`config.mk`:
```
export PLATFORM = sky130hd
export DESIGN_NAME = dbss_top
export DESIGN_NICKNAME = d
export VERILOG_FILES = /design/src/dbss_pkg.sv /design/src/dbss_section.sv /design/src/dbss_top.sv
export VERILOG_INCLUDE_DIRS = /design/src /design/src/src
export SDC_FILE = /design/constraint.sdc
export NUM_CORES = 1
export LEC_CHECK = 0
export ABC_CLOCK_PERIOD_IN_PS = 3600
export BUFFER_PORTS_ARGS = -buffer_cell sky130_fd_sc_hd__buf_4
export CAP_MARGIN = 30
export CELL_PAD_IN_SITES_DETAIL_PLACEMENT = 0
export CELL_PAD_IN_SITES_GLOBAL_PLACEMENT = 2
export CORE_MARGIN = 3
export CORE_UTILIZATION = 25
export CTS_CLUSTER_SIZE = 12
export DETAILED_ROUTE_END_ITERATION = 8
export GPL_ROUTABILITY_DRIVEN = 0
export PLACE_DENSITY = 0.64
export SETUP_SLACK_MARGIN = 0.5
export SLEW_MARGIN = 40
export SYNTH_ARGS = -nofsm -noshare
export SYNTH_HDL_FRONTEND = slang
export SYNTH_HIERARCHICAL = 1
export SYNTH_SLANG_ARGS = --single-unit
```
`constraint.sdc`:
```
create_clock -name ref_clk -period 3.6 [get_ports ref_clk]
set_input_delay 0.36 -clock ref_clk [delete_from_list [all_inputs] [get_ports ref_clk]]
set_output_delay 0.36 -clock ref_clk [all_outputs]
set_load 0.02 [all_outputs]
```
`src/dbss_regs.svh`:
```
/*
 * Timing constants for the dual buck sequencer and fault supervisor.
 * Assumes a 50 MHz reference clock.
 */
`ifndef DBSS_REGS_SVH
`define DBSS_REGS_SVH

`define DBSS_CLK_HZ           50000000
`define DBSS_TICK_NS          20
`define DBSS_TICK_CYC         50
`define DBSS_BLANK_MS         4
`define DBSS_BLANK_US         4000
`define DBSS_STEP_US          700
`define DBSS_STEPS            4
`define DBSS_ILIM_W           3

`endif

```
`src/dbss_pkg.sv`:
```
/*
 * Types shared by the sequencer top and its per-section controller.
 * Assumes nothing beyond the timing header.
 */
package dbss_pkg;

	typedef enum logic [1:0]
	{
		DBSS_OFF     = 2'b00,
		DBSS_BLANK   = 2'b01,
		DBSS_ON      = 2'b10,
		DBSS_HALT    = 2'b11
	} dbss_top_type;

	typedef enum logic [2:0]
	{
		DBSS_IDLE    = 3'b000,
		DBSS_SOFT    = 3'b001,
		DBSS_RUN     = 3'b010,
		DBSS_SOFTEND = 3'b011,
		DBSS_GROUND  = 3'b100
	} dbss_sec_type;

	// Synchronised enable and comparator results of one section
	typedef struct packed
	{
		logic enable;
		logic in_window;
		logic over_v;
		logic under_v;
		logic below_discharge;
	} dbss_sense_type;

	// Drive requests of one section
	typedef struct packed
	{
		logic       high_drive;
		logic       low_drive;
		logic       discharge;
		logic       output_ok;
		logic [2:0] ilim_quarters;
	} dbss_drive_type;

endpackage

```
`src/dbss_section.sv`:
```
/*
 * One switching section: soft start, run, soft end and latched faults.
 * Assumes synchronised inputs and a shared time-base tick.
 */
`timescale 1ns/100ps
`include "dbss_regs.svh"

module dbss_section
#(
	parameter int STEP_TICKS = `DBSS_STEP_US
)
(
	input  wire logic                    ref_clk,
	input  wire logic                    nrst,
	input  wire logic                    tick,
	input  wire logic                    powered,
	input  wire logic                    restart,
	input  wire dbss_pkg::dbss_sense_type sense,
	output      dbss_pkg::dbss_drive_type drive
);

	// The step counter is sixteen bits wide
	if (STEP_TICKS < 1 || STEP_TICKS > 65536)
	begin
		$error("STEP_TICKS must lie in 1..65536");
	end

	dbss_pkg::dbss_sec_type state_reg;
	logic [15:0]            step_cnt_reg;
	logic [2:0]             quarter_reg;
	logic                   ov_reg;
	logic                   uv_reg;
	logic                   en_d_reg;
	logic                   en_fall;

	assign en_fall = en_d_reg & ~sense.enable;

	always_ff @(posedge ref_clk)
		if (!nrst)
			en_d_reg <= 1'b0;
		else
			en_d_reg <= sense.enable;

	////////////////////////////////////////////////////////////////////
	// Fault latches; set wins over an enable-fall clear in the same cycle, reset, restart and power loss win over set

	always_ff @(posedge ref_clk)
		if (!nrst || restart || !powered)
			ov_reg <= 1'b0;
		else if (sense.over_v && state_reg != dbss_pkg::DBSS_IDLE)
			ov_reg <= 1'b1;
		else if (en_fall)
			ov_reg <= 1'b0;

	always_ff @(posedge ref_clk)
		if (!nrst || restart || !powered)
			uv_reg <= 1'b0;
		else if (sense.under_v && state_reg == dbss_pkg::DBSS_RUN)
			uv_reg <= 1'b1;
		else if (en_fall)
			uv_reg <= 1'b0;

	////////////////////////////////////////////////////////////////////
	// Sequencing

	always_ff @(posedge ref_clk)
		if (!nrst || !powered)
		begin
			state_reg    <= dbss_pkg::DBSS_IDLE;
			step_cnt_reg <= 16'h0000;
			quarter_reg  <= 3'h1;
		end
		else
			case (state_reg)
				dbss_pkg::DBSS_IDLE:
					if (sense.enable && !ov_reg && !uv_reg)
					begin
						state_reg    <= dbss_pkg::DBSS_SOFT;
						step_cnt_reg <= 16'h0000;
						quarter_reg  <= 3'h1;
					end
				dbss_pkg::DBSS_SOFT:
					if (!sense.enable || ov_reg)
						state_reg <= dbss_pkg::DBSS_SOFTEND;
					else if (tick)
					begin
						if (step_cnt_reg == 16'(STEP_TICKS - 1))
						begin
							step_cnt_reg <= 16'h0000;
							if (quarter_reg == 3'(`DBSS_STEPS))
								state_reg <= dbss_pkg::DBSS_RUN;
							else
								quarter_reg <= quarter_reg + 3'h1;
						end
						else
							step_cnt_reg <= step_cnt_reg + 16'h0001;
					end
				dbss_pkg::DBSS_RUN:
					if (!sense.enable || uv_reg || ov_reg ||
						(sense.under_v))
						state_reg <= dbss_pkg::DBSS_SOFTEND;
				dbss_pkg::DBSS_SOFTEND:
					if (sense.below_discharge)
						state_reg <= dbss_pkg::DBSS_GROUND;
				dbss_pkg::DBSS_GROUND:
					if (!sense.enable && !ov_reg && !uv_reg)
						state_reg <= dbss_pkg::DBSS_IDLE;
					else if (sense.enable && !en_d_reg)
						state_reg <= dbss_pkg::DBSS_IDLE;
				default:
					state_reg <= dbss_pkg::DBSS_IDLE;
			endcase

	////////////////////////////////////////////////////////////////////
	// Drive requests

	always_ff @(posedge ref_clk)
		if (!nrst)
			drive <= '{1'b0, 1'b0, 1'b0, 1'b0, 3'h0};
		else
		begin
			drive.ilim_quarters <= quarter_reg;
			drive.discharge <= state_reg == dbss_pkg::DBSS_SOFTEND &&
				!sense.over_v && !ov_reg;
			drive.output_ok <= state_reg == dbss_pkg::DBSS_RUN &&
				sense.in_window && !ov_reg && !uv_reg;
			if (!powered)
			begin
				drive.high_drive <= 1'b0;
				drive.low_drive  <= 1'b0;
			end
			else if (sense.over_v || ov_reg)
			begin
				drive.high_drive <= 1'b0;
				drive.low_drive  <= 1'b1;
			end
			else if (state_reg == dbss_pkg::DBSS_SOFT ||
				state_reg == dbss_pkg::DBSS_RUN)
			begin
				drive.high_drive <= 1'b1;
				drive.low_drive  <= 1'b0;
			end
			else if (state_reg == dbss_pkg::DBSS_SOFTEND)
			begin
				drive.high_drive <= 1'b0;
				drive.low_drive  <= 1'b0;
			end
			else
			begin
				drive.high_drive <= 1'b0;
				drive.low_drive  <= 1'b1;
			end
		end

endmodule

```
`src/dbss_top.sv`:
```
/*
 * Top of the dual buck sequencer and fault supervisor.
 * Assumes comparator outputs arrive asynchronously as single bits.
 */
// Overview of operation
// - Shutdown rising starts power-up, clears faults
// - Blank regulator lockout 4 ms, then standby
// - Standby: shutdown high, enables low, regulator on
// - Standby: low drives high, high drives low
// - Enable high while powered starts soft start
// - Run: enabled sections and regulator active
// - Shutdown low keeps everything off
// - Output ok low outside window
// - Output ok low in soft start/end, standby
// - Over-temperature turns off after discharge
// - Thermal trip clears by shutdown toggle or reset only
// - Overvoltage latches, low on, high off
// - Overvoltage armed during soft start
// - Overvoltage holds low drive, regulator running
// - Overvoltage clears on shutdown/enable toggle, reset
// - Undervoltage latches, opens both switches
// - Undervoltage: soft end then low drive high
// - Undervoltage disarmed until soft start done
// - Toggle clears undervoltage, fresh soft start
// - Current limit rises quarter steps, 700 us
// - Soft end discharges, grounds below threshold
// - Regulator below fault level turns all off
// - Reference below fault level turns all off
`timescale 1ns/100ps
`include "dbss_regs.svh"

module dbss_top
#(
	parameter int TICK_CYC   = `DBSS_TICK_CYC,
	parameter int BLANK_TICK = `DBSS_BLANK_US,
	parameter int STEP_TICK  = `DBSS_STEP_US
)
(
	input  wire logic       ref_clk,
	input  wire logic       nrst,
	input  wire logic       shutdown_control_n,
	input  wire logic       section_enable_1,
	input  wire logic       section_enable_2,
	input  wire logic       regulator_above_lockout,
	input  wire logic       regulator_above_fault,
	input  wire logic       reference_above_fault,
	input  wire logic       over_temperature,
	input  wire logic [1:0] output_in_window,
	input  wire logic [1:0] output_over_v,
	input  wire logic [1:0] output_under_v,
	input  wire logic [1:0] output_below_discharge,
	output      logic       internal_5v_regulator,
	output      logic       output_ok_1,
	output      logic       output_ok_2,
	output      logic       low_side_drive_1,
	output      logic       low_side_drive_2,
	output      logic       high_side_drive_1,
	output      logic       high_side_drive_2,
	output      logic [1:0] discharge_on,
	output      logic [5:0] current_limit_quarters,
	output      logic       thermal_fault
);

	// Counter widths bound what the timing parameters may ask for
	if (TICK_CYC < 1 || TICK_CYC > 256)
	begin
		$error("TICK_CYC must lie in 1..256");
	end

	if (BLANK_TICK < 1 || BLANK_TICK > 65536)
	begin
		$error("BLANK_TICK must lie in 1..65536");
	end

	if (STEP_TICK < 1 || STEP_TICK > 65536)
	begin
		$error("STEP_TICK must lie in 1..65536");
	end

	// Seven single pins and four two-bit section buses
	localparam int NSYNC = 15;

	////////////////////////////////////////////////////////////////////
	// Two-stage synchronisers

	logic [NSYNC-1:0] async_in;
	logic [NSYNC-1:0] meta_reg;
	logic [NSYNC-1:0] sync_reg;

	assign async_in = {shutdown_control_n, section_enable_1,
		section_enable_2, regulator_above_lockout, regulator_above_fault,
		reference_above_fault, over_temperature, output_in_window,
		output_over_v, output_under_v, output_below_discharge};

	always_ff @(posedge ref_clk)
		if (!nrst)
		begin
			meta_reg <= '0;
			sync_reg <= '0;
		end
		else
		begin
			meta_reg <= async_in;
			sync_reg <= meta_reg;
		end

	logic       shutdown_control_n_s;
	logic [1:0] en_s;
	logic       lock_s;
	logic       regf_s;
	logic       reff_s;
	logic       hot_s;
	logic [1:0] win_s;
	logic [1:0] ov_s;
	logic [1:0] uv_s;
	logic [1:0] dis_s;

	// Positions follow the order of async_in, top bit first
	assign shutdown_control_n_s = sync_reg[14];
	assign en_s   = {sync_reg[12], sync_reg[13]};
	assign lock_s = sync_reg[11];
	assign regf_s = sync_reg[10];
	assign reff_s = sync_reg[9];
	assign hot_s  = sync_reg[8];
	assign win_s  = sync_reg[7:6];
	assign ov_s   = sync_reg[5:4];
	assign uv_s   = sync_reg[3:2];
	assign dis_s  = sync_reg[1:0];

	////////////////////////////////////////////////////////////////////
	// Free-running 1 us time base

	// One-cycle enable pulse; every slow interval counts these
	logic [7:0] tick_cnt_reg;
	logic       tick_reg;

	always_ff @(posedge ref_clk)
		if (!nrst)
		begin
			tick_cnt_reg <= 8'h00;
			tick_reg     <= 1'b0;
		end
		else if (tick_cnt_reg == 8'(TICK_CYC - 1))
		begin
			tick_cnt_reg <= 8'h00;
			tick_reg     <= 1'b1;
		end
		else
		begin
			tick_cnt_reg <= tick_cnt_reg + 8'h01;
			tick_reg     <= 1'b0;
		end

	////////////////////////////////////////////////////////////////////
	// Power-up sequencing

	dbss_pkg::dbss_top_type top_reg;
	logic [15:0]            blank_cnt_reg;
	logic                   shutdown_control_n_d_reg;
	logic                   shutdown_control_n_rise;
	logic                   powered;
	logic                   global_fault;
	logic [1:0]             sec_busy;

	// Supply faults act once ON; BLANK watches the reference alone
	assign shutdown_control_n_rise    = shutdown_control_n_s & ~shutdown_control_n_d_reg;
	assign global_fault = !regf_s || !reff_s;
	assign powered      = top_reg == dbss_pkg::DBSS_ON;

	always_ff @(posedge ref_clk)
		if (!nrst)
			shutdown_control_n_d_reg <= 1'b0;
		else
			shutdown_control_n_d_reg <= shutdown_control_n_s;

	always_ff @(posedge ref_clk)
		if (!nrst || !shutdown_control_n_s)
		begin
			top_reg       <= dbss_pkg::DBSS_OFF;
			blank_cnt_reg <= 16'h0000;
		end
		else
			case (top_reg)
				dbss_pkg::DBSS_OFF:
					if (shutdown_control_n_rise)
					begin
						top_reg       <= dbss_pkg::DBSS_BLANK;
						blank_cnt_reg <= 16'h0000;
					end
				dbss_pkg::DBSS_BLANK:
					if (!reff_s)
						top_reg <= dbss_pkg::DBSS_HALT;
					else if (tick_reg)
					begin
						if (blank_cnt_reg == 16'(BLANK_TICK - 1))
							top_reg <= lock_s ? dbss_pkg::DBSS_ON
								: dbss_pkg::DBSS_HALT;
						else
							blank_cnt_reg <= blank_cnt_reg + 16'h0001;
					end
				dbss_pkg::DBSS_ON:
					if (global_fault)
						top_reg <= dbss_pkg::DBSS_HALT;
					else if (hot_s)
						top_reg <= dbss_pkg::DBSS_HALT;
				dbss_pkg::DBSS_HALT:
					top_reg <= dbss_pkg::DBSS_HALT;
				default:
					top_reg <= dbss_pkg::DBSS_OFF;
			endcase

	always_ff @(posedge ref_clk)
		if (!nrst || shutdown_control_n_rise)
			thermal_fault <= 1'b0;
		else if (hot_s && powered)
			thermal_fault <= 1'b1;

	////////////////////////////////////////////////////////////////////
	// Thermal discharge hold-up
	// A thermal trip drops the regulator and sequencer at once, but each
	// section is kept alive until its soft end has pulled the output
	// below the discharge level. Cutting the gates earlier would leave
	// a charged output floating until the load drains it.

	logic [1:0] sec_powered;
	logic [1:0] sec_enable;

	genvar g;
	generate
		for (g = 0; g < 2; g++)
		begin : hold
			logic hold_reg;

			always_ff @(posedge ref_clk)
				if (!nrst || !shutdown_control_n_s)
					hold_reg <= 1'b0;
				else if (powered && hot_s && !global_fault)
					hold_reg <= 1'b1;
				else if (dis_s[g])
					hold_reg <= 1'b0;

			// Enable drops with power so a held section runs soft end
			assign sec_powered[g] = powered || hold_reg;
			assign sec_enable[g]  = en_s[g] && powered;
		end
	endgenerate

	////////////////////////////////////////////////////////////////////
	// Sections

	dbss_pkg::dbss_drive_type drv [2];
	logic [1:0]               ok_reg;
	logic [1:0]               lo_reg;
	logic [1:0]               hi_reg;

	generate
		for (g = 0; g < 2; g++)
		begin : sec
			dbss_pkg::dbss_sense_type sn;
			assign sn = '{sec_enable[g], win_s[g], ov_s[g], uv_s[g],
				dis_s[g]};
			dbss_section
			#(
				.STEP_TICKS (STEP_TICK)
			)
			u_sec
			(
				.ref_clk (ref_clk),
				.nrst    (nrst),
				.tick    (tick_reg),
				.powered (sec_powered[g]),
				.restart (shutdown_control_n_rise),
				.sense   (sn),
				.drive   (drv[g])
			);
			assign sec_busy[g] = drv[g].discharge;
			assign ok_reg[g]   = drv[g].output_ok;
			assign lo_reg[g]   = drv[g].low_drive;
			assign hi_reg[g]   = drv[g].high_drive;
		end
	endgenerate

	// Outputs come from section flops; regulator flop here
	always_ff @(posedge ref_clk)
		if (!nrst)
			internal_5v_regulator <= 1'b0;
		else
			internal_5v_regulator <= top_reg == dbss_pkg::DBSS_BLANK ||
				powered;

	assign output_ok_1            = ok_reg[0];
	assign output_ok_2            = ok_reg[1];
	assign low_side_drive_1       = lo_reg[0];
	assign low_side_drive_2       = lo_reg[1];
	assign high_side_drive_1      = hi_reg[0];
	assign high_side_drive_2      = hi_reg[1];
	assign discharge_on           = sec_busy;
	assign current_limit_quarters = {drv[1].ilim_quarters,
		drv[0].ilim_quarters};

endmodule

```
==> results.json, run 1 <==
{
  "status": "completed",
  "finalWorstSetupSlack_ns": 0.905,
  "p_total_mw": 3.24,
  "switchingPower_mw": 0.752,
  "syn-instance-count": 665,
  "hold_viol_final": 0,
  "clk_latency_ns": 0.42,
  "crit_type": "flop to flop",
  "cap_violations": 0,
  "synth_edf_count": 0,
  "portBuffers": 32,
  "coreArea_sq_um": 23000,
  "setup-tns-final_ns": 0,
  "crit_family": "simple AND/OR/NAND/NOR gates",
  "routed_wl_um": 15100,
  "fp.dieW_um": 160,
  "critPathMaxStageDelay_ns": 0.34,
  "worstMarginPinSlew_ns": 0.728,
  "power_density_nw_per_um2": 461,
  "combPwrFrac_pct": 1.8,
  "slew_violations": 0,
  "end_kind": "flop",
  "clock_sinks": 126,
  "dieHeight_um": 160,
  "ios": 33,
  "syn_area_per_cell_sq_um": 8.95,
  "fin_nets": 715,
  "synth_seq_cells": 126,
  "cp_data_required_time_ns": 3.92,
  "dp_slack_ns": 0.892,
  "crit_arrival_ns": 3.01,
  "power_leakage_nw": 2.41,
  "synthesis.nets": 696,
  "yosys.area.top_type": "dfxtp_1",
  "p_int_mw": 2.49,
  "drc": 0,
  "h-tree-depth": 4,
  "slowest_stage": "dfxtp_1",
  "post_cts_resized": 0,
  "grt_pass1_wl_um": 25100,
  "startpoint": "top_reg[0]$_SDFFE_PP0P_",
  "area_delta_synth_final_pct": 18.0,
  "first_global_vias": 4938,
  "regToRegSetupSlack_ns": 0.90,
  "root_buffer": "clkbuf_16",
  "yosysTopAreaCellShare_pct": 42.4,
  "multi_input_area_sq_um": 3180,
  "place_inst": 978,
  "dp_hpwl_um": 10200,
  "period_minus_slack_ns": 2.70,
  "dr.first_iter.drc_count": 364,
  "ys_dominant_reg_cell": "dfxtp_1",
  "path_buf_inv": 2,
  "max_freq_mhz": 371,
  "drive_gt1_share_pct": 14.2,
  "clockBufferDepth": 2,
  "pwr-share-clk_pct": 54.1,
  "n_fill_cell": 2432,
  "largest_reg_flops": 32,
  "pwr-share-seq_pct": 44.0,
  "grt_max_degree": 36,
  "cts_setup_buffers": 0,
  "synth_warnings": 6,
  "vdd_drop_max_uv": 254,
  "firstDrtPassIters": 4,
  "cp_cell_sequence": "inv_1 > ha_1 > and2_1 > nor4b_2 > nand3_1 > nor3_2 > buf_4 > a41oi_1 > a311oi_1",
  "yosys-top-cells-area": "dfxtp_1 42%, and2_1 5.6%, nand2_1 3.7%, a21oi_1 3.5%, ha_1 2.9%",
  "hp-class": "input pin to flop",
  "netlist_area_sq_um": 5950,
  "clkTransAtPathRegs_ns": 0.06,
  "postRouteAntennaNets": 0,
  "cp-start-kind": "flop",
  "synth-seq-area-share_pct": 42.4,
  "ys_types": 79,
  "cts_tree": "done",
  "ff_latch_area_sq_um": 2520,
  "cts_hold_buffers": 0,
  "p_sw_share_pct": 23.2,
  "final_cells": 1010,
  "grt-ovfl-total": 0,
  "setup_viol": 0,
  "numCtsBuffers": 17,
  "grt_usage_pct": 11.9,
  "num_vias": 5043,
  "post-route-util_pct": 30.6,
  "drt-wirelength-per-cell_um": 14.9,
  "slew_headroom_pct": 51.1,
  "final.setup_skew_ns": 0.00975,
  "fin_crit_sh_pct": 74.9,
  "hp-start": "output_over_v[0]",
  "final_cell_mix": "126 x dfxtp_1, 56 x nand2_1, 53 x and2_1",
  "num_rows": 55,
  "rsz0062_at_grt": "no",
  "num_antenna_cells": 0,
  "crit-reg2reg-launch": "top_reg[0]$_SDFFE_PP0P_",
  "dieArea_sq_um": 25700,
  "antenna_found_initial": 0,
  "layout.cells.most_common": "dfxtp_1",
  "ys_async_sr_fraction_pct": 0,
  "via_per_inst": 4.99,
  "path_max_fanout": 13,
  "start_util_pct": 25.9
}
-- power by group through the flow --
stage                     sequential, mW  clock, mW  combinational (mW)
final                               1.42       1.75              0.0593
after global routing                1.43       1.87              0.0664
after floorplan                     1.45          0              0.0334
after detailed placement            1.46          0              0.0605
after global placement              1.46          0              0.0592
after CTS                           1.42       1.80              0.0605
-- layout make-up --
type | instances | area share, %
Tap cell | 313 | 5.58
Clock inverter | 15 | 2.46
Clock buffer | 17 | 6.06
Multi-Input combinational cell | 488 | 45.3
Sequential cell | 126 | 35.9
Timing Repair Buffer | 37 | 3.96
Inverter | 14 | 0.748
-- cells in the mapped netlist (3+ instances only) --
master,instances
clkbuf_1,17
xnor2_1,4
buf_6,4
inv_1,13
a41oi_1,9
o41ai_1,7
nor4_1,8
and4_1,10
dfxtp_1,126
nand3_1,28
o21ai_1,3
and2_1,53
nand2_1,58
or4_4,3
nor4b_1,3
o311ai_0,7
xor2_1,3
o21ai_0,21
and3_1,12
o211a_1,3
o211ai_1,3
nor3_1,17
o21a_1,8
nand4_1,17
a21oi_1,42
or2_2,4
nand4b_1,3
nand3b_1,4
buf_2,11
a31oi_1,11
mux2i_1,3
nor2_1,33
a311oi_1,15
nand2b_1,15
or3_1,6
nor2b_1,6
or4_1,4
a22oi_1,4
ha_1,14
-- layer usage --
layer | up-vias | track usage [%] | wire length [um] | part of all wire [%]
met5 | - | 0 | 0 | 0
met4 | 0 | 3.12 | 148 | 0.98
met1 | 2424 | 16.7 | 7920 | 52
met3 | 13 | 3.37 | 542 | 3.6
li1 | 2509 | - | - | -
met2 | 97 | 17.9 | 6480 | 43
-- stage by stage --
step	hold slack (ns)	instance area, sq um
after floorplan	0.412	5950
after detailed placement	0.419	6420
after CTS	0.122	7020
after global placement	0.420	6400
final	0.144	7020
after global routing	0.128	7020
-- cells by family (layout without fill, tap and decap cells) --
kind of cell,after synthesis,in the layout,share of synthesized area (%)
DFF,126,126,42.4
AOI/OAI and AO/OA,160,160,18.9
xor gates and xnor gates,7,7,1.03
muxes,3,3,0.505
adders and majority gates,14,14,2.94
and+or+nand+nor,304,304,30.0
buffers and inverters,51,83,4.27
-- final timing paths --
path                                               end  cells after the start
min reg2reg                     sync_reg[2]$_SDFF_PN0_                      1
max          sec[0].u_sec/step_cnt_reg[5]$_SDFFE_PN0P_                      9
max reg2reg  sec[0].u_sec/step_cnt_reg[5]$_SDFFE_PN0P_                      9
min                             meta_reg[4]$_SDFF_PN0_                      2
Note: power is estimated with default switching activity, not from simulation.
==> run 2, diff against run 1 <==
--- a/config.mk
+++ b/config.mk
@@ -6,7 +6,8 @@
 export SDC_FILE = /design/constraint.sdc
 export NUM_CORES = 1
 export LEC_CHECK = 0
-export ABC_CLOCK_PERIOD_IN_PS = 3600
+export ABC_AREA = 1
+export ABC_CLOCK_PERIOD_IN_PS = 2200
 export BUFFER_PORTS_ARGS = -buffer_cell sky130_fd_sc_hd__buf_4
 export CAP_MARGIN = 30
 export CELL_PAD_IN_SITES_DETAIL_PLACEMENT = 0
@@ -16,7 +17,7 @@
 export CTS_CLUSTER_SIZE = 12
 export DETAILED_ROUTE_END_ITERATION = 8
 export GPL_ROUTABILITY_DRIVEN = 0
-export PLACE_DENSITY = 0.64
+export PLACE_DENSITY = 0.71
 export SETUP_SLACK_MARGIN = 0.5
 export SLEW_MARGIN = 40
 export SYNTH_ARGS = -nofsm -noshare
==> constraint.sdc (replaced) <==
create_clock -name ref_clk -period 2.2 [get_ports ref_clk]
set_input_delay 0.22 -clock ref_clk [delete_from_list [all_inputs] [get_ports ref_clk]]
set_output_delay 0.22 -clock ref_clk [all_outputs]
set_load 0.02 [all_outputs]
==> results.json, run 2 <==
{
  "status": "completed",
  "syn_area_per_cell_sq_um": 6.80,
  "yosysMostFrequentCell": "nand2_1",
  "coreArea_sq_um": 24500,
  "num_rows": 57,
  "routed_wl_um": 15900,
  "via_per_inst": 4.15,
  "postRouteAntennaNets": 0,
  "clk_latency_ns": 0.42,
  "hp-class": "input pin to flop",
  "crit_family": "simple AND/OR/NAND/NOR gates",
  "ys_dominant_reg_cell": "dfxtp_1",
  "crit_arrival_ns": 2.07,
  "synthXorXnorAreaFrac_pct": 1.81,
  "numCtsBuffers": 17,
  "ys_types": 41,
  "syn-instance-count": 926,
  "vdd_drop_max_uv": 363,
  "clock_sinks": 126,
  "dr.first_iter.drc_count": 169,
  "antenna_found_initial": 0,
  "pwr-share-clk_pct": 51.8,
  "end_kind": "flop",
  "path_max_fanout": 6,
  "final_cell_mix": "239 x nand2_1, 136 x nor2_1, 135 x inv_1",
  "path_buf_inv": 3,
  "slew_headroom_pct": 74.5,
  "met3_usage_pct": 2.43,
  "dieArea_sq_um": 27100,
  "crit_type": "flop to flop",
  "fin_nets": 1054,
  "rsz0062_at_grt": "yes",
  "area_delta_synth_final_pct": 31.6,
  "layout.cells.most_common": "nand2_1",
  "hold_viol_final": 0,
  "power_leakage_nw": 3.60,
  "cap_violations": 0,
  "pwr-share-seq_pct": 45.3,
  "synth_seq_cells": 126,
  "synth-seq-area-share_pct": 40.1,
  "yosys-top-cells-area": "dfxtp_1 40%, nand2_1 16%, nor2_1 8.6%, inv_1 8.5%, nand3_1 4.6%",
  "grt_usage_pct": 12.3,
  "p_sw_share_pct": 24.8,
  "slowest_stage": "dfxtp_4",
  "yosysTopAreaCellShare_pct": 40.1,
  "cp-start-kind": "flop",
  "grtUsageMet2_pct": 19.6,
  "slew_violations": 0,
  "yosys.area.top_type": "dfxtp_1",
  "dp_hpwl_um": 11100,
  "critPathMaxStageDelay_ns": 0.36,
  "dieHeight_um": 165,
  "ios": 33,
  "cts_tree": "done",
  "firstDrtPassIters": 4,
  "final.setup_skew_ns": 0.00869,
  "portBuffers": 32,
  "yosys.area_share.simple_pct": 40.4,
  "use_met1_pct": 16.5,
  "clkTransAtPathRegs_ns": 0.06,
  "start_util_pct": 25.6,
  "setup-tns-final_ns": 0,
  "num_antenna_cells": 0,
  "p_int_mw": 3.87,
  "synth_edf_count": 0,
  "fin_crit_sh_pct": 78.3,
  "fin_area_sq_um": 8280,
  "synthTopCellsByCount": "262 x nand2_1, 144 x nor2_1, 142 x inv_1",
  "clockBufferDepth": 2,
  "drc": 0,
  "synth_mux_area_share_pct": 0,
  "switchingPower_mw": 1.28,
  "grt_pass1_wl_um": 26600,
  "first_global_vias": 5489,
  "drive_gt1_share_pct": 22.0,
  "synth_warnings": 6,
  "power_density_nw_per_um2": 622,
  "max_freq_mhz": 581,
  "h-tree-depth": 4,
  "synthesis.nets": 957,
  "synth_compound_area_share_pct": 4.30,
  "netlist_area_sq_um": 6290,
  "drt-wirelength-per-cell_um": 11.7,
  "worstMarginPinSlew_ns": 0.383,
  "largest_reg_flops": 32,
  "fp.dieW_um": 165,
  "placed_area_sq_um": 6930,
  "num_vias": 5640,
  "ys_async_sr_fraction_pct": 0,
  "period_minus_slack_ns": 1.72,
  "synth_fa_ha_area_share_pct": 2.78,
  "root_buffer": "clkbuf_16",
  "grt_most_used_layer": "met2",
  "cp_cell_sequence": "inv_4 > ha_4 > nand2_2 > inv_2 > nand2_4 > nor2_4 > nor2_4 > nor2_8 > nand2_2 > nand2_4 > buf_12 > nor3b_2",
  "grt_max_degree": 37,
  "synth_top_family_by_area": "simple AND/OR/NAND/NOR gates",
  "n_fill_cell": 2690,
  "setup_viol": 0,
  "grt-ovfl-total": 0,
  "cp_data_required_time_ns": 2.55,
  "combPwrFrac_pct": 2.9,
  "dp_slack_ns": 0.195,
  "finalWorstSetupSlack_ns": 0.478
}
run 2: changes by cell type in the layout (fill, tap and decap cells not counted), sizes merged, moves of 11 or more:
cell / before / now
a21oi: 44 / 27
a311oi: 16 / 0
a31oi: 11 / 0
and2: 53 / 1
and3: 13 / 1
and4: 11 / 0
buf: 37 / 69
dlygate4sd3: 0 / 15
inv: 21 / 163
nand2: 59 / 275
nand2b: 15 / 0
nand3: 28 / 65
nor2: 35 / 164
o21ai: 25 / 8
run 2: cells by family (layout without fill, tap and decap cells):
logic type               after synthesis  count (layout)
AND/OR/NAND/NOR                      561             564
flip-flops                           126             126
AO/OA/AOI/OAI                         47              47
XOR/XNOR                              13              13
buffers and inverters                165             272
adder cells (fa/ha/maj)               14              14
run 2: through the flow:
step / total power, mW / cells / hold slack (ns) / utilization (%)
5_1_grt: 5.38 / 1360 / 0.125 / 33.7
4_1_cts: 5.25 / 1355 / 0.112 / 32.8
2_1_floorplan: 2.45 / 926 / 0.318 / -
3_5_place_dp: 2.50 / 1280 / 0.398 / 28.3
3_3_place_gp: 2.50 / 1280 / 0.395 / 28.3
6_report: 5.15 / 1360 / 0.132 / 33.7
run 2: tightest hold or removal path, delay by kind of cell:
| family | cells | cell delay (ns) |
|---|---|---|
| buf+inv | 2 | 0.20 |
| simple gates | 1 | 0.08 |
run 2: path summary, 6_finish.rpt:
check / end / depth (start not counted) / from / slack, ns
max: sec[1].u_sec/step_cnt_reg[10]$_SDFFE_PN0P_ / 12 / top_reg[0]$_SDFFE_PP0P_ / 0.48
min: sec[0].u_sec/en_d_reg$_SDFF_PN0_ / 3 / nrst / 0.13
max reg2reg: sec[1].u_sec/step_cnt_reg[10]$_SDFFE_PN0P_ / 12 / top_reg[0]$_SDFFE_PP0P_ / 0.48
min reg2reg: sync_reg[14]$_SDFF_PN0_ / 2 / meta_reg[14]$_SDFF_PN0_ / 0.41
run 2: power groups by stage:
| stage | Clock (mW) | Sequential, mW | Combinational (mW) |
|---|---|---|---|
| 6_report | 2.67 | 2.33 | 0.152 |
| 5_1_grt | 2.87 | 2.33 | 0.174 |
| 4_1_cts | 2.77 | 2.33 | 0.151 |
| 3_5_place_dp | 0 | 2.38 | 0.118 |
| 3_3_place_gp | 0 | 2.38 | 0.116 |
| 2_1_floorplan | 0 | 2.38 | 0.0679 |
run 2: timing repair:
| item | CTS | global route |
|---|---|---|
| hold buffers | 15 | 0 |
| cloned | 3 | 0 |
| pin swaps | 15 | 29 |
| setup buffers | 25 | 5 |
| resized for setup | 41 | 53 |
| endpoints found under the setup margin | 60 | 61 |
| hold endpoints to repair | 15 | 0 |
run 2: metal layers:
layer | vias up | share of wire (%)
li1 | 3060 | -
met2 | 70 | 44
met5 | - | 0
met1 | 2492 | 52
met4 | 0 | 1.6
met3 | 18 | 2.3
run 2: layout make-up:
| class | instances | area, sq um | area share [%] |
|---|---|---|---|
| clock buffer | 18 | 429 | 5.18 |
| clock inverter | 14 | 124 | 1.50 |
| inverter | 156 | 619 | 7.48 |
| multi-input combinational | 638 | 3440 | 41.6 |
| sequential | 126 | 2530 | 30.5 |
| tap | 324 | 405 | 4.90 |
| timing repair buffer | 84 | 729 | 8.81 |
==> run 3, diff against run 2 <==
--- a/config.mk
+++ b/config.mk
@@ -7,7 +7,7 @@
 export NUM_CORES = 1
 export LEC_CHECK = 0
 export ABC_AREA = 1
-export ABC_CLOCK_PERIOD_IN_PS = 2200
+export ABC_CLOCK_PERIOD_IN_PS = 1500
 export BUFFER_PORTS_ARGS = -buffer_cell sky130_fd_sc_hd__buf_4
 export CAP_MARGIN = 30
 export CELL_PAD_IN_SITES_DETAIL_PLACEMENT = 0
==> constraint.sdc (replaced) <==
create_clock -name ref_clk -period 1.5 [get_ports ref_clk]
set_input_delay 0.15 -clock ref_clk [delete_from_list [all_inputs] [get_ports ref_clk]]
set_output_delay 0.15 -clock ref_clk [all_outputs]
set_load 0.02 [all_outputs]
==> results.json, run 3 (synthesized netlist as in run 2, its figures left out) <==
{
  "status": "finished with violations",
  "violations": "negative setup slack",
  "grt_usage_pct": 13.2,
  "end_kind": "flop",
  "drc": 0,
  "power_density_nw_per_um2": 814,
  "grt_max_degree": 20,
  "met3_usage_pct": 2.51,
  "vdd_drop_max_uv": 419,
  "worstMarginPinSlew_ns": 0.419,
  "drt-wirelength-per-cell_um": 11.4,
  "r2r-end": "sec[0].u_sec/step_cnt_reg[12]$_SDFFE_PN0P_",
  "postRouteAntennaNets": 0,
  "cap_violations": 0,
  "whs_ns": 0.0520,
  "finalWorstSetupSlack_ns": -0.178,
  "grt-ovfl-total": 0,
  "firstDrtPassIters": 4,
  "layout.cells.most_common": "nand2_1",
  "dieHeight_um": 165,
  "grt_pass1_wl_um": 28800,
  "final_cell_mix": "236 x nand2_1, 141 x buf_4, 133 x inv_1",
  "routed_wl_um": 16900,
  "first_global_vias": 6020,
  "grtUsageMet2_pct": 21.0,
  "start_util_pct": 25.6,
  "power_leakage_nw": 4.41,
  "via_per_inst": 4.13,
  "h-tree-depth": 4,
  "numCtsBuffers": 17,
  "dp_slack_ns": -0.275,
  "fp.dieW_um": 165,
  "slew_violations": 0,
  "dr.first_iter.drc_count": 247,
  "hp-class": "input pin to flop",
  "cts_tree": "done",
  "period_minus_slack_ns": 1.68,
  "crit_arrival_ns": 2.02,
  "p_int_mw": 6.04,
  "combPwrFrac_pct": 3.5,
  "final.setup_skew_ns": 0.00945,
  "clkTransAtPathRegs_ns": 0.06,
  "cp_data_required_time_ns": 1.85,
  "startpoint": "top_reg[0]$_SDFFE_PP0P_",
  "antenna_found_initial": 0,
  "clock_sinks": 126,
  "slew_headroom_pct": 71.8,
  "pwr-share-seq_pct": 43.1,
  "num_vias": 6106,
  "ff_latch_area_sq_um": 2580,
  "placed_area_sq_um": 7950,
  "fin_crit_sh_pct": 112,
  "place_inst": 1395,
  "num_rows": 57,
  "portBuffers": 32,
  "fin_nets": 1171,
  "multi_input_area_sq_um": 3740,
  "path_max_fanout": 8,
  "n_fill_cell": 2610,
  "coreArea_sq_um": 24500,
  "dp_hpwl_um": 12200,
  "use_met1_pct": 17.8,
  "drive_gt1_share_pct": 35.8,
  "root_buffer": "clkbuf_16",
  "area_delta_synth_final_pct": 54.9,
  "ios": 33,
  "grt_most_used_layer": "met2",
  "largest_reg_flops": 32,
  "regToRegSetupSlack_ns": -0.18,
  "p_sw_share_pct": 23.9,
  "crit_type": "flop to flop",
  "clockBufferDepth": 2,
  "num_antenna_cells": 0,
  "crit_end": "sec[0].u_sec/step_cnt_reg[12]$_SDFFE_PN0P_",
  "dieArea_sq_um": 27100,
  "rsz0062_at_grt": "yes",
  "hold_viol_final": 0,
  "crit-reg2reg-launch": "top_reg[0]$_SDFFE_PP0P_",
  "cp-start-kind": "flop",
  "setup_viol": 70,
  "max_freq_mhz": 596,
  "pwr-share-clk_pct": 53.5,
  "clk_latency_ns": 0.42,
  "switchingPower_mw": 1.89,
  "fin_area_sq_um": 9750,
  "final_cells": 1477,
  "reg2regPathDepth": 13
}
-- run 3: routing by layer --
metal | share of wire, % | wire length (um)
met1 | 51 | 8680
met2 | 45 | 7570
met3 | 2.4 | 412
met4 | 1.3 | 221
met5 | 0 | 0
-- run 3: critical path: stages (launching register included) --
cell and delay (ns):
dfxtp_2 0.33, inv_4 0.07, ha_4 0.15, nand2_4 0.05
inv_4 0.06, inv_2 0.04, nor2_2 0.08, inv_2 0.06
nand2_4 0.11, nand2_8 0.08, nor2_8 0.20, buf_4 0.15
nand4_1 0.09, a21oi_2 0.14
-- run 3: how the worst min path moves through the flow --
stage,start,end,slack (ns),depth (start not counted)
4_1_cts,nrst,sec[0].u_sec/en_d_reg$_SDFF_PN0_,0.04,3
2_1_floorplan,output_below_discharge[0],meta_reg[0]$_SDFF_PN0_,0.25,2
5_1_grt,nrst,sec[0].u_sec/en_d_reg$_SDFF_PN0_,0.05,3
3_5_place_dp,regulator_above_fault,meta_reg[10]$_SDFF_PN0_,0.34,3
6_report,nrst,sec[0].u_sec/en_d_reg$_SDFF_PN0_,0.05,3
3_3_place_gp,shutdown_control_n,meta_reg[14]$_SDFF_PN0_,0.34,3
-- run 3: repair_timing --
| item | 4_1_cts | 5_1_grt |
|---|---|---|
| hold endpoints to repair | 15 | 0 |
| endpoints found under the setup margin | 102 | 104 |
| hold buffers | 15 | 0 |
| resized for setup | 134 | 64 |
| cloned | 4 | 0 |
| pin swaps | 40 | 30 |
| buffers inserted | 20 | 11 |
-- run 3: power by group through the flow --
| stage | Clock [mW] | Sequential [mW] | Combinational [mW] |
|---|---|---|---|
| finish | 4.24 | 3.42 | 0.274 |
| floorplan | 0 | 3.49 | 0.103 |
| detailed placement | 0 | 3.50 | 0.206 |
| global placement | 0 | 3.50 | 0.206 |
| global route | 4.52 | 3.42 | 0.307 |
| CTS | 4.37 | 3.42 | 0.258 |
-- run 3: area by class of cell --
type	count	area share, %
clock inverter	15	1.80
timing repair buffer	201	18.4
sequential	126	26.4
tap	324	4.16
multi-input combinational	637	38.4
inverter	156	6.41
clock buffer	17	4.36
timing repair inverter	1	0.0385
-- run 3: through the flow --
stage | setup TNS (ns) | total power, mW | util, %
after floorplan | -2.39 | 3.60 | -
after global placement | -8.80 | 3.70 | 32.4
after detailed placement | -10.59 | 3.70 | 32.4
after CTS | -9.35 | 8.05 | 38.3
after global routing | -15.30 | 8.25 | 39.7
final | -8.03 | 7.93 | 39.7
